`src/hw/mfpr_pkg.sv`:
```
package mfpr_pkg;

   // register indices; byte address is four times the index
   localparam logic [7:0] EVT_STATUS_IDX = 8'h88;
   localparam logic [7:0] EVT_ENABLE_IDX = 8'h89;
   localparam logic [7:0] GPI_LEVELS_IDX = 8'h8a;
   localparam logic [7:0] GPO_LEVELS_IDX = 8'h8b;
   localparam logic [7:0] ROUTE_IDX = 8'h8c;

   // bus geometry
   localparam int ADDR_W = 10;
   localparam int DATA_W = 32;
   localparam int IDX_LSB = 2;

   // counts of terminals and general-purpose lines
   localparam int NUM_TERM = 7;
   localparam int NUM_GP = 5;
   localparam int SEL_W = 4;

   // reset values and writable masks
   localparam logic [NUM_GP-1:0] GPO_RESET = 5'h00;
   localparam logic [NUM_GP-1:0] EVT_RESET = 5'h00;
   localparam logic [31:0] ROUTE_RESET = 32'h0000_1000;
   localparam logic [31:0] ROUTE_MASK = 32'h0fff_ffff;

   // terminal carrying each general input: 0,1,2,4,5 for inputs 0..4
   localparam logic [14:0] GPI_TERM_MAP = {3'h5, 3'h4, 3'h2, 3'h1, 3'h0};

   // selection codes
   localparam logic [3:0] SEL_GPI = 4'h0;
   localparam logic [3:0] SEL_GPO = 4'h1;
   localparam logic [3:0] SEL_ALT = 4'h2;
   localparam logic [3:0] SEL_IRQ4 = 4'h4;
   localparam logic [3:0] SEL_IRQ5 = 4'h5;
   localparam logic [3:0] SEL_PWM = 4'h8;
   localparam logic [3:0] SEL_IRQ9 = 4'h9;
   localparam logic [3:0] SEL_A = 4'ha;
   localparam logic [3:0] SEL_B = 4'hb;
   localparam logic [3:0] SEL_C = 4'hc;
   localparam logic [3:0] SEL_D = 4'hd;
   localparam logic [3:0] SEL_EVT = 4'he;
   localparam logic [3:0] SEL_F = 4'hf;

   // internal functions that can be routed out
   typedef struct packed {
      logic [15:0] irq;
      logic clock_run;
      logic serialized_interrupt;
      logic card_bus_request;
      logic card_audio_pwm;
      logic link_activity_led;
      logic activity_led_1;
      logic activity_led_2;
      logic socket_led;
      logic ring_out;
      logic test_observe_mux;
      logic intc;
      logic intd;
   } mfpr_src_type;

   // whole state of the routing block
   typedef struct packed {
      logic [NUM_GP-1:0] gpo_levels;
      logic [31:0] route;
      logic [NUM_GP-1:0] evt_status;
      logic [NUM_GP-1:0] evt_enable;
      logic [NUM_GP-1:0] gpi_prev;
      logic [NUM_GP-1:0] gpi_levels;
      logic [NUM_TERM-1:0] term_out;
      logic [NUM_TERM-1:0] term_oe_n;
      logic event_output;
      logic card_bus_grant;
      logic pci_lock;
      logic waitreq;
      logic [DATA_W-1:0] rdata;
   } mfpr_state_type;

endpackage : mfpr_pkg

```
`src/hw/mfpr_top.sv`:
```
// What this block does
// output 4 is driven from level bit 4 when a terminal routes it
// level bits 3..0 drive general outputs 3..0; read and write
// level bits 7..5 read zero; writes to them change nothing
// levels cleared and routing fields set to their reset value only by global reset
// routing register holds seven 4-bit fields; bits 31..28 read zero
// terminal 6: clock-run, IRQ2, IRQ4..IRQ15; 0000 reserved
// terminal 5: input 4, output 4, grant, IRQs, PWM, LEDs, event
// terminal 4: input 3, output 3, lock, IRQs, INTD, ring, LED, event
// terminal 3: serialized interrupt, IRQ2, IRQ4..IRQ15; resets to 0001
// terminal 2: input 2, output 2, request, IRQs, INTC, ring, test_observe_mux
// terminal 1: input 1, activity LEDs, event output, IRQ15
// terminal 0: input 0, PWM, IRQ9..11, activity LEDs, event, IRQ15
// routing value can be loaded from serial configuration memory at init
// software programs the routing once during power-on initialization
// level change on a terminal routed as input sets its event status
// input-level register shows inputs 4..0 from their routed terminals
// reserved selection codes leave the terminal undriven
// input selections never enable the terminal driver
`timescale 1ns/1ps
module mfpr_top import mfpr_pkg::*; (
   // clock and global reset
   input wire logic clk,
   input wire logic arst_n,
   // avalon-mm slave
   input wire logic [ADDR_W-1:0] avs_address,
   input wire logic avs_read,
   input wire logic avs_write,
   input wire logic [DATA_W-1:0] avs_writedata,
   input wire logic [3:0] avs_byteenable,
   output logic [DATA_W-1:0] avs_readdata,
   output logic avs_waitrequest,
   // routing value from the serial configuration loader
   input wire logic cfg_load_valid,
   input wire logic [31:0] cfg_load_data,
   // internal functions to route out
   input wire mfpr_src_type src,
   // multifunction terminals, split pins
   input wire logic [NUM_TERM-1:0] term_in,
   output logic [NUM_TERM-1:0] term_out,
   output logic [NUM_TERM-1:0] term_oe_n,
   // inputs taken from terminals and event signalling
   output logic card_bus_grant,
   output logic pci_lock,
   output logic event_output
);
   mfpr_state_type st_r;
   mfpr_state_type st_nxt;
   logic [NUM_TERM-1:0] term_level;

   // pins come from outside, so each passes three stages
   mfpr_pin_sync #(.W(NUM_TERM)) u_sync (
      .clk(clk),
      .arst_n(arst_n),
      .pin_async(term_in),
      .level(term_level)
   );

   // each general input must name a real terminal
   for (genvar g = 0; g < NUM_GP; g++) begin : g_map_chk
      if (GPI_TERM_MAP[3*g +: 3] >= NUM_TERM) begin : g_bad
         $error("general input mapped past the last terminal");
      end
   end

   // register read view; reserved bits return zero
   function automatic logic [DATA_W-1:0] read_view(input mfpr_state_type s,
                                                   input logic [7:0] idx);
      logic [DATA_W-1:0] v;
      v = '0;
      unique case (idx)
         EVT_STATUS_IDX: v[NUM_GP-1:0] = s.evt_status;
         EVT_ENABLE_IDX: v[NUM_GP-1:0] = s.evt_enable;
         GPI_LEVELS_IDX: v[NUM_GP-1:0] = s.gpi_levels;
         GPO_LEVELS_IDX: v[NUM_GP-1:0] = s.gpo_levels;
         ROUTE_IDX: v = s.route & ROUTE_MASK;
         default: v = '0;
      endcase
      return v;
   endfunction : read_view

   always_comb begin
      logic req;
      logic done;
      logic [7:0] idx;
      logic [31:0] rt;
      logic [3:0] sel;
      logic [NUM_GP-1:0] routed_in;
      logic [NUM_GP-1:0] cur;
      logic [NUM_GP-1:0] changed;
      logic [NUM_GP-1:0] clr;
      logic [2:0] t;
      req = 1'b0;
      done = 1'b0;
      idx = '0;
      rt = '0;
      sel = '0;
      routed_in = '0;
      cur = '0;
      changed = '0;
      clr = '0;
      t = '0;
      st_nxt = st_r;

      // handshake: one wait cycle, then the request completes
      // read data is captured in the wait cycle so it stands while waitrequest is low
      req = avs_read | avs_write;
      done = req & ~st_r.waitreq;
      idx = avs_address[ADDR_W-1:IDX_LSB];
      st_nxt.waitreq = ~(req & st_r.waitreq);
      if (req && st_r.waitreq && avs_read) begin
         st_nxt.rdata = read_view(st_r, idx);
      end

      // register writes take effect on the completing edge
      if (done && avs_write) begin
         unique case (idx)
            EVT_STATUS_IDX: begin
               if (avs_byteenable[0]) begin
                  clr = avs_writedata[NUM_GP-1:0];
               end
            end
            EVT_ENABLE_IDX: begin
               if (avs_byteenable[0]) begin
                  st_nxt.evt_enable = avs_writedata[NUM_GP-1:0];
               end
            end
            GPO_LEVELS_IDX: begin
               if (avs_byteenable[0]) begin
                  st_nxt.gpo_levels = avs_writedata[NUM_GP-1:0];
               end
            end
            ROUTE_IDX: begin
               rt = st_r.route;
               for (int b = 0; b < 4; b++) begin
                  if (avs_byteenable[b]) begin
                     rt[8*b +: 8] = avs_writedata[8*b +: 8];
                  end
               end
               st_nxt.route = rt & ROUTE_MASK;
            end
            default: begin
            end
         endcase
      end

      // loader wins over a bus write in the same cycle; it loads in any cycle that cfg_load_valid is high
      if (cfg_load_valid) begin
         st_nxt.route = cfg_load_data & ROUTE_MASK;
      end

      // general inputs: level and change detect per input
      for (int g = 0; g < NUM_GP; g++) begin
         t = GPI_TERM_MAP[3*g +: 3];
         routed_in[g] = (st_r.route[SEL_W*t +: SEL_W] == SEL_GPI);
         cur[g] = term_level[t];
         changed[g] = routed_in[g] & (cur[g] != st_r.gpi_prev[g]);
      end
      st_nxt.gpi_prev = cur;
      st_nxt.gpi_levels = cur & routed_in;
      // a change in the clearing cycle still sets the flag
      st_nxt.evt_status = (st_r.evt_status & ~clr) | changed;
      st_nxt.event_output = |(st_r.evt_status & st_r.evt_enable);

      // input functions delivered inward; idle high when not routed
      // they follow the filtered pin, so they lag the terminal by five edges
      st_nxt.card_bus_grant = (st_r.route[23:20] == SEL_ALT) ? term_level[5] : 1'b1;
      st_nxt.pci_lock = (st_r.route[19:16] == SEL_ALT) ? term_level[4] : 1'b1;

      // default: every terminal undriven, low value
      st_nxt.term_out = '0;
      st_nxt.term_oe_n = '1;

      // terminal 6
      sel = st_r.route[27:24];
      if (sel == SEL_GPO) begin
         st_nxt.term_out[6] = src.clock_run;
         st_nxt.term_oe_n[6] = 1'b0;
      end else if (sel == SEL_ALT || sel >= SEL_IRQ4) begin
         st_nxt.term_out[6] = src.irq[sel];
         st_nxt.term_oe_n[6] = 1'b0;
      end

      // terminal 3
      sel = st_r.route[15:12];
      if (sel == SEL_GPO) begin
         st_nxt.term_out[3] = src.serialized_interrupt;
         st_nxt.term_oe_n[3] = 1'b0;
      end else if (sel == SEL_ALT || sel >= SEL_IRQ4) begin
         st_nxt.term_out[3] = src.irq[sel];
         st_nxt.term_oe_n[3] = 1'b0;
      end

      // terminal 5
      st_nxt.term_oe_n[5] = 1'b0;
      unique case (st_r.route[23:20])
         SEL_GPO: st_nxt.term_out[5] = st_r.gpo_levels[4];
         SEL_IRQ4: st_nxt.term_out[5] = src.irq[4];
         SEL_IRQ5: st_nxt.term_out[5] = src.irq[5];
         SEL_PWM: st_nxt.term_out[5] = src.card_audio_pwm;
         SEL_IRQ9: st_nxt.term_out[5] = src.irq[9];
         SEL_A: st_nxt.term_out[5] = src.irq[10];
         SEL_B: st_nxt.term_out[5] = src.link_activity_led;
         SEL_C: st_nxt.term_out[5] = src.activity_led_1;
         SEL_D: st_nxt.term_out[5] = src.socket_led;
         SEL_EVT: st_nxt.term_out[5] = st_r.event_output;
         SEL_F: st_nxt.term_out[5] = src.irq[15];
         default: st_nxt.term_oe_n[5] = 1'b1;
      endcase

      // terminal 4
      st_nxt.term_oe_n[4] = 1'b0;
      unique case (st_r.route[19:16])
         SEL_GPO: st_nxt.term_out[4] = st_r.gpo_levels[3];
         SEL_IRQ4: st_nxt.term_out[4] = src.irq[4];
         SEL_IRQ5: st_nxt.term_out[4] = src.irq[5];
         SEL_PWM: st_nxt.term_out[4] = src.card_audio_pwm;
         SEL_IRQ9: st_nxt.term_out[4] = src.irq[9];
         SEL_A: st_nxt.term_out[4] = src.intd;
         SEL_B: st_nxt.term_out[4] = src.irq[11];
         SEL_C: st_nxt.term_out[4] = src.ring_out;
         SEL_D: st_nxt.term_out[4] = src.socket_led;
         SEL_EVT: st_nxt.term_out[4] = st_r.event_output;
         SEL_F: st_nxt.term_out[4] = src.irq[15];
         default: st_nxt.term_oe_n[4] = 1'b1;
      endcase

      // terminal 2
      st_nxt.term_oe_n[2] = 1'b0;
      unique case (st_r.route[11:8])
         SEL_GPO: st_nxt.term_out[2] = st_r.gpo_levels[2];
         SEL_ALT: st_nxt.term_out[2] = src.card_bus_request;
         SEL_IRQ4: st_nxt.term_out[2] = src.irq[4];
         SEL_IRQ5: st_nxt.term_out[2] = src.irq[5];
         SEL_PWM: st_nxt.term_out[2] = src.card_audio_pwm;
         SEL_IRQ9: st_nxt.term_out[2] = src.irq[9];
         SEL_A: st_nxt.term_out[2] = src.irq[10];
         SEL_B: st_nxt.term_out[2] = src.intc;
         SEL_C: st_nxt.term_out[2] = src.ring_out;
         SEL_D: st_nxt.term_out[2] = src.test_observe_mux;
         SEL_EVT: st_nxt.term_out[2] = st_r.event_output;
         SEL_F: st_nxt.term_out[2] = src.irq[7];
         default: st_nxt.term_oe_n[2] = 1'b1;
      endcase

      // terminal 1
      st_nxt.term_oe_n[1] = 1'b0;
      unique case (st_r.route[7:4])
         SEL_GPO: st_nxt.term_out[1] = st_r.gpo_levels[1];
         SEL_C: st_nxt.term_out[1] = src.activity_led_1;
         SEL_D: st_nxt.term_out[1] = src.activity_led_2;
         SEL_EVT: st_nxt.term_out[1] = st_r.event_output;
         SEL_F: st_nxt.term_out[1] = src.irq[15];
         default: st_nxt.term_oe_n[1] = 1'b1;
      endcase

      // terminal 0
      st_nxt.term_oe_n[0] = 1'b0;
      unique case (st_r.route[3:0])
         SEL_GPO: st_nxt.term_out[0] = st_r.gpo_levels[0];
         SEL_PWM: st_nxt.term_out[0] = src.card_audio_pwm;
         SEL_IRQ9: st_nxt.term_out[0] = src.irq[9];
         SEL_A: st_nxt.term_out[0] = src.irq[10];
         SEL_B: st_nxt.term_out[0] = src.irq[11];
         SEL_C: st_nxt.term_out[0] = src.activity_led_1;
         SEL_D: st_nxt.term_out[0] = src.activity_led_2;
         SEL_EVT: st_nxt.term_out[0] = st_r.event_output;
         SEL_F: st_nxt.term_out[0] = src.irq[15];
         default: st_nxt.term_oe_n[0] = 1'b1;
      endcase
   end

   // only the global reset clears this state; there is no soft reset
   always_ff @(posedge clk or negedge arst_n) begin
      if (!arst_n) begin
         st_r <= '0;
         // pins idle high through the board pull-ups; the edge detector starts
         // there too, so leaving reset does not raise a false input event
         st_r.gpi_prev <= '1;
         st_r.gpo_levels <= GPO_RESET;
         st_r.route <= ROUTE_RESET;
         st_r.evt_status <= EVT_RESET;
         st_r.evt_enable <= EVT_RESET;
         st_r.term_oe_n <= '1;
         st_r.card_bus_grant <= 1'b1;
         st_r.pci_lock <= 1'b1;
         st_r.waitreq <= 1'b1;
      end else begin
         st_r <= st_nxt;
      end
   end

   // every output is a state flop
   assign avs_readdata = st_r.rdata;
   assign avs_waitrequest = st_r.waitreq;
   assign term_out = st_r.term_out;
   assign term_oe_n = st_r.term_oe_n;
   assign card_bus_grant = st_r.card_bus_grant;
   assign pci_lock = st_r.pci_lock;
   assign event_output = st_r.event_output;

endmodule : mfpr_top

```
`src/hw/mfpr_pin_sync.sv`:
```
`timescale 1ns/1ps
module mfpr_pin_sync import mfpr_pkg::*; #(
   parameter int W = 7
) (
   // clock and reset
   input wire logic clk,
   input wire logic arst_n,
   // raw pins and filtered levels
   input wire logic [W-1:0] pin_async,
   output logic [W-1:0] level
);
   typedef struct packed {
      logic [W-1:0] s1;
      logic [W-1:0] s2;
      logic [W-1:0] s3;
      logic [W-1:0] lvl;
   } mfpr_sync_state_type;

   mfpr_sync_state_type st_r;
   mfpr_sync_state_type st_nxt;

   if (W < 1) begin : g_chk
      $error("mfpr_pin_sync needs at least one bit");
   end

   // three stages; a level only counts once stages two and three agree
   always_comb begin
      st_nxt = st_r;
      st_nxt.s1 = pin_async;
      st_nxt.s2 = st_r.s1;
      st_nxt.s3 = st_r.s2;
      for (int i = 0; i < W; i++) begin
         if (st_r.s2[i] == st_r.s3[i]) begin
            st_nxt.lvl[i] = st_r.s3[i];
         end
      end
   end

   always_ff @(posedge clk or negedge arst_n) begin
      if (!arst_n) begin
         st_r <= '1; // start at the pull-up level so no edge follows reset
      end else begin
         st_r <= st_nxt;
      end
   end

   assign level = st_r.lvl;

endmodule : mfpr_pin_sync

```
`config.mk`:
```
export PLATFORM = sky130hd
export DESIGN_NAME = mfpr_top
export DESIGN_NICKNAME = d
export VERILOG_FILES = /design/src/hw/mfpr_pkg.sv /design/src/hw/mfpr_top.sv /design/src/hw/mfpr_pin_sync.sv
export SDC_FILE = /design/constraint.sdc
export NUM_CORES = 1
export LEC_CHECK = 0
export BUFFER_PORTS_ARGS = -buffer_cell sky130_fd_sc_hd__buf_4
export CAP_MARGIN = 20
export CELL_PAD_IN_SITES_DETAIL_PLACEMENT = 2
export CELL_PAD_IN_SITES_GLOBAL_PLACEMENT = 2
export CORE_AREA = 10 10 146 148
export DETAILED_ROUTE_END_ITERATION = 6
export DIE_AREA = 0 0 156 158
export PLACE_DENSITY = 0.79
export SLEW_MARGIN = 20
export SYNTH_ARGS = -nofsm -noshare
export SYNTH_HDL_FRONTEND = slang
export SYNTH_HIERARCHICAL = 1
export SYNTH_SLANG_ARGS = --single-unit
```
`constraint.sdc`:
```
create_clock -name clk -period 1.9 [get_ports clk]
set_input_delay 0.19 -clock clk [delete_from_list [all_inputs] [get_ports clk]]
set_output_delay 0.19 -clock clk [all_outputs]
set_load 0.02 [all_outputs]
```
# After elaboration in Yosys (flattened, before gate mapping)
# Cells that the tools add are included.
totals:
  inputBits: 118
  elab_cells: 176
  reg_bits: 126
classes:
  eq_ne: 69
  n_mux: 36
  n_reduce_logical: 28
  n_lt_le_gt_ge: 4
  bitwise_logic: 15
ops:
  columns: ["cell", "n"]
  rows:
  - ["equality test 4 bit, second input constant", 36]
  - ["two-way mux 32 bit", 3]
  - ["equality test 8 bit, second input constant", 5]
  - ["equality test 4 x 1 -> 1 bit, second input constant", 7]
  - ["one-hot mux 5 bit (5 select lines)", 1]
  - ["equality test 4 x 3 -> 1 bit, second input constant", 6]
  - ["two-way mux 8 bit", 3]
  - ["two-way mux 23 bit", 1]
  - ["one-hot mux 1 bit (11 select lines)", 2]
  - ["OR reduction 11 bit", 2]
  - ["equality test 4 x 2 -> 1 bit, second input constant", 5]
  - ["zero test 4 bit", 5]
  - ["AND reduction 3 bit", 6]
  - ["two-way mux 1 bit", 17]
  - ["bitwise AND 5 bit", 3]
  - ["two-way mux 5 bit", 3]
  - ["one-hot mux 1 bit (12 select lines)", 1]
  - ["nonzero test 2 bit", 6]
  - ["OR reduction 12 bit", 1]
  - ["< comparator 4 x 5 -> 1 bit, second input constant", 2]
  - ["OR reduction 5 bit", 2]
  - ["one-hot mux 1 bit (9 select lines)", 1]
  - ["OR reduction 9 bit", 1]
  - ["binary-select mux 1 bit (select 4 bit)", 2]
  - ["other kinds (12)", 31]

# Logic depth before layout (Yosys ltp)
depth:
  ltp_word: 7
  mapped_depth: 6
  mapped_depth_nobuf: 4

# Modules after synthesis
# The synthesis kept the hierarchy.
modules_own_cells:
  columns: ["mod", "area_each_um2", "cells_each", "instances"]
  rows:
  - ["mfpr_top", 5300.1, 479, 1]
  - ["mfpr_pin_sync", 867.1, 42, 1]

# Worst setup path after synthesis
# OpenSTA, ideal clock, no wires.
synth_timing:
  kind: "input port to flip-flop"
  from: "in avs_address[4]"
  to: "reg st_r[60] in the netlist's numbering"
  setup_slack_ns: 0.256
  path_stages: 5
  arrival_time_ns: 1.519
  path_buffers: 1
  setup_time_ns: 0.125
  t_required_ns: 1.775
  cell_sequence: "buf_6 -> nor4b_4 -> nand2_1 -> nor4_4 -> mux2_2"
synth_via:
  elab_chain_cells: 2
synth_lines:
  columns: ["element", "line", "source"]
  rows:
  - ["start: declaration", "mfpr_top.sv:26", "input wire logic [ADDR_W-1:0] avs_address,"]
  - ["equality test 8 bit", "mfpr_top.sv:117", "unique case (idx)"]
  - ["AND reduction 3 bit (no source line)", null, null]
  - ["end signal: assignment", "mfpr_top.sv:289", "st_r <= st_nxt;"]
  - ["end: declaration", "mfpr_top.sv:47", "mfpr_state_type st_r;"]
# No other way between the ends.
# A chain may end at the register's enable or synchronous reset.

# Final worst setup path
layout_timing:
  from: "reg st_r, in the netlist avs_waitrequest"
  to: "reg st_r[89] in the netlist's numbering"
layout_via:
  elab_chain_cells: 5
layout_lines:
  columns: ["element", "line", "source"]
  rows:
  - ["NOT 1 bit", "mfpr_top.sv:108", "done = req & ~st_r.waitreq;"]
  - ["bitwise AND 1 bit", "mfpr_top.sv:108", null]
  - ["logical AND 1 bit", "mfpr_top.sv:116", "if (done && avs_write) begin"]
  - ["nonzero test 2 bit (no source line)", null, null]
  - ["AND reduction 3 bit (no source line)", null, null]
# No other way between the ends.

==> results.yml <==
run_status:
  status: "finished clean"
yosys:
  syn_inst: 509
  syn_avg_cell_area_um2: 11.63
  syn-cell-area_mm2: 0.005919
  synth_warnings: 6
drt:
  drt_iter0_drc: 201
  num_vias: 4609
  remaining_drc_errors: 0
  drtPass1Iterations: 5
  drtAntennaViolNets: 0
  wl_um: 20470
  wire_per_inst_um: 23.05
  post_drt_via_cell_ratio: 5.190
sta:
  fin_tns_setup_ns: 0
  rsz0062_at_grt: "no"
  post-route-min-period_ns: 1.794
  fmax_ghz: 0.5573
  hold_violations: 0
  setup_viol: 0
  maxSlewViolCount: 0
  skew_ns: 0.009051
  tightest_slew_ns: 0.5653
  worst_slack_ns: 0.1056
  timing.final.crit_share: 0.9444
  relSlewSlack: 0.6231
pwr:
  seqPwrFrac: 0.419
  combPwrFrac: 0.139
  ir_drop_mv: 0.6267
  p_clk_frac: 0.442
  switching_power_uw: 1923
  p_leak_uw: 0.003520
  p_per_area_mw_per_mm2: 915.2
  swShare: 0.2695
  power.internal_uw: 5213
floorplanning:
  die_y_um: 158
  chipWidth_um: 156
  io-pin-count: 168
  design.core.area_mm2: 0.01846
  start_util: 0.3207
  die_area_mm2: 0.02465
  rows: 50
critical_path:
  cp.arrival_ns: 2.15
  critical_path_class: "reg -> reg"
  cp-start-kind: "flop"
  cp.required_ns: 2.25
  reg2reg_depth: 5
  end_kind: "flop"
  critPathMaxFanout: 16
final_layout:
  fin_cells: 888
  nets: 758
  design_area_mm2: 0.007797
  fill_cells: 1898
  area_growth_pct: 31.73
  layout-drive-gt1-share: 0.4349
place:
  dp.cells: 836
  post-place-ws_ns: 0.1140
  dpl-instance-area_mm2: 0.007023
  gp_congestion: 0.8407
  hpwlAfterDp_um: 15320
  port_buffers: 148
global_routing:
  grt_max_degree: 55
  grt_pass1_vias: 5360
  track_usage: 0.1686
  antenna_found_initial: 1
  grt_overflow_total: 0
  grt_pass1_wl_um: 31670
hold_path:
  min_path_type: "in -> reg"
  holdPathStages: 3
clocking:
  post_cts_buffers: 0
  cts-root-buf: "clkbuf_16"
  clk_pin_slew_ns: 0.06
  numCtsBuffers: 17
  clk-insertion-delay-late_ns: 0.42
  clockBufferDepth: 2
  cts_sinks: 119
  h-tree-depth: 4
  cts_tree: "done"
run:
  maxCapViolCount: 0
## critical path: stages (launching register included)
cell and delay, ns:
dfstp_2 0.39, nor2b_1 0.38, nand4_1 0.15, buf_4 0.23, or3b_2 0.49, nand3_1 0.09
## sequential cells by signal (all words and copies together), names as in the netlist
signal	flops
u_sync/st_r	5
pci_lock	1
term_out	7
avs_waitrequest	1
term_oe_n	7
st_r	53
event_output	1
u_sync/level	5
card_bus_grant	1
avs_readdata	28
u_sync/st_nxt	10
## metal layers
metal | part of all wire | track usage | up-vias
met1 | 0.40 | 0.1943 | 2389
met3 | 0.052 | 0.04098 | 24
met4 | 0.014 | 0.06385 | 0
met5 | 0 | 0 | -
li1 | - | - | 2065
met2 | 0.54 | 0.2965 | 131
## cells in the final DEF (no fill, tap or decap), types with 3 or more instances in the layout
cell type / n
a31oi_1: 3
a22o_1: 29
buf_12: 3
a21oi_1: 15
or3b_1: 4
nor2_1: 25
buf_4: 165
and2_1: 5
nor2b_1: 4
clkbuf_16: 17
o21ai_0: 12
nand2b_1: 3
mux4_2: 13
xor2_1: 7
dlygate4sd3_1: 19
a22oi_1: 4
conb_1: 4
o21a_1: 3
maj3_2: 5
clkinvlp_4: 4
nand3_1: 30
a2bb2oi_1: 3
nor4_1: 4
nand4_1: 6
mux2_2: 10
dfrtp_1: 83
nand2_1: 35
mux2i_1: 26
clkinv_4: 4
nand3b_1: 22
dfstp_2: 36
or3b_2: 16
## power groups by stage
stage	logic, µW	registers [µW]	clock network [µW]
5_1_grt	1080	3020	3360
6_report	991	2990	3160
4_1_cts	1000	2990	3220
2_1_floorplan	599	2920	0
3_5_place_dp	965	3030	0
3_3_place_gp	924	3020	0
## final cells by class
type                       count  area (µm²)  area share
multi-input combinational    313        2401      0.3079
clock buffer                  18       429.2     0.05504
antenna                        1       2.502   0.0003209
inverter                       2       7.507   0.0009628
sequential                   119        3023      0.3877
timing repair buffer         187        1489      0.1910
clock inverter                14       152.6     0.01958
tap                          234       292.8     0.03755
## worst paths after layout
| path | from | endpoint | slack, ns |
|---|---|---|---|
| worst min register to register | u_sync/st_nxt[14] | u_sync/st_nxt[7] | 0.35 |
| worst max-delay path | avs_waitrequest | st_r[89] | 0.11 |
| worst min-delay path | cfg_load_data[11] | st_r[81] | 0.005 |
| min in group asynchronous | arst_n | term_out[5] | 0.28 |
| worst max register to register | avs_waitrequest | st_r[89] | 0.11 |
| max in group asynchronous | arst_n | term_oe_n[0] | 0.92 |
## through the flow
step	hold WS, ns	util	total power [µW]
final	0.005436	0.4225	7136
after global routing	0.01108	0.4225	7458
after CTS	0.0007657	0.4224	7218
after detailed placement	0.1825	0.3805	3995
after global placement	0.1700	0.3805	3939
after floorplan	-0.1056	-	3516
## repair_timing
action	CTS	global route
resized for setup	0	0
hold buffers	19	0
endpoints found under the setup margin	0	0
hold endpoints to repair	36	0
No activity file was read; power rests on OpenSTA's default activity.
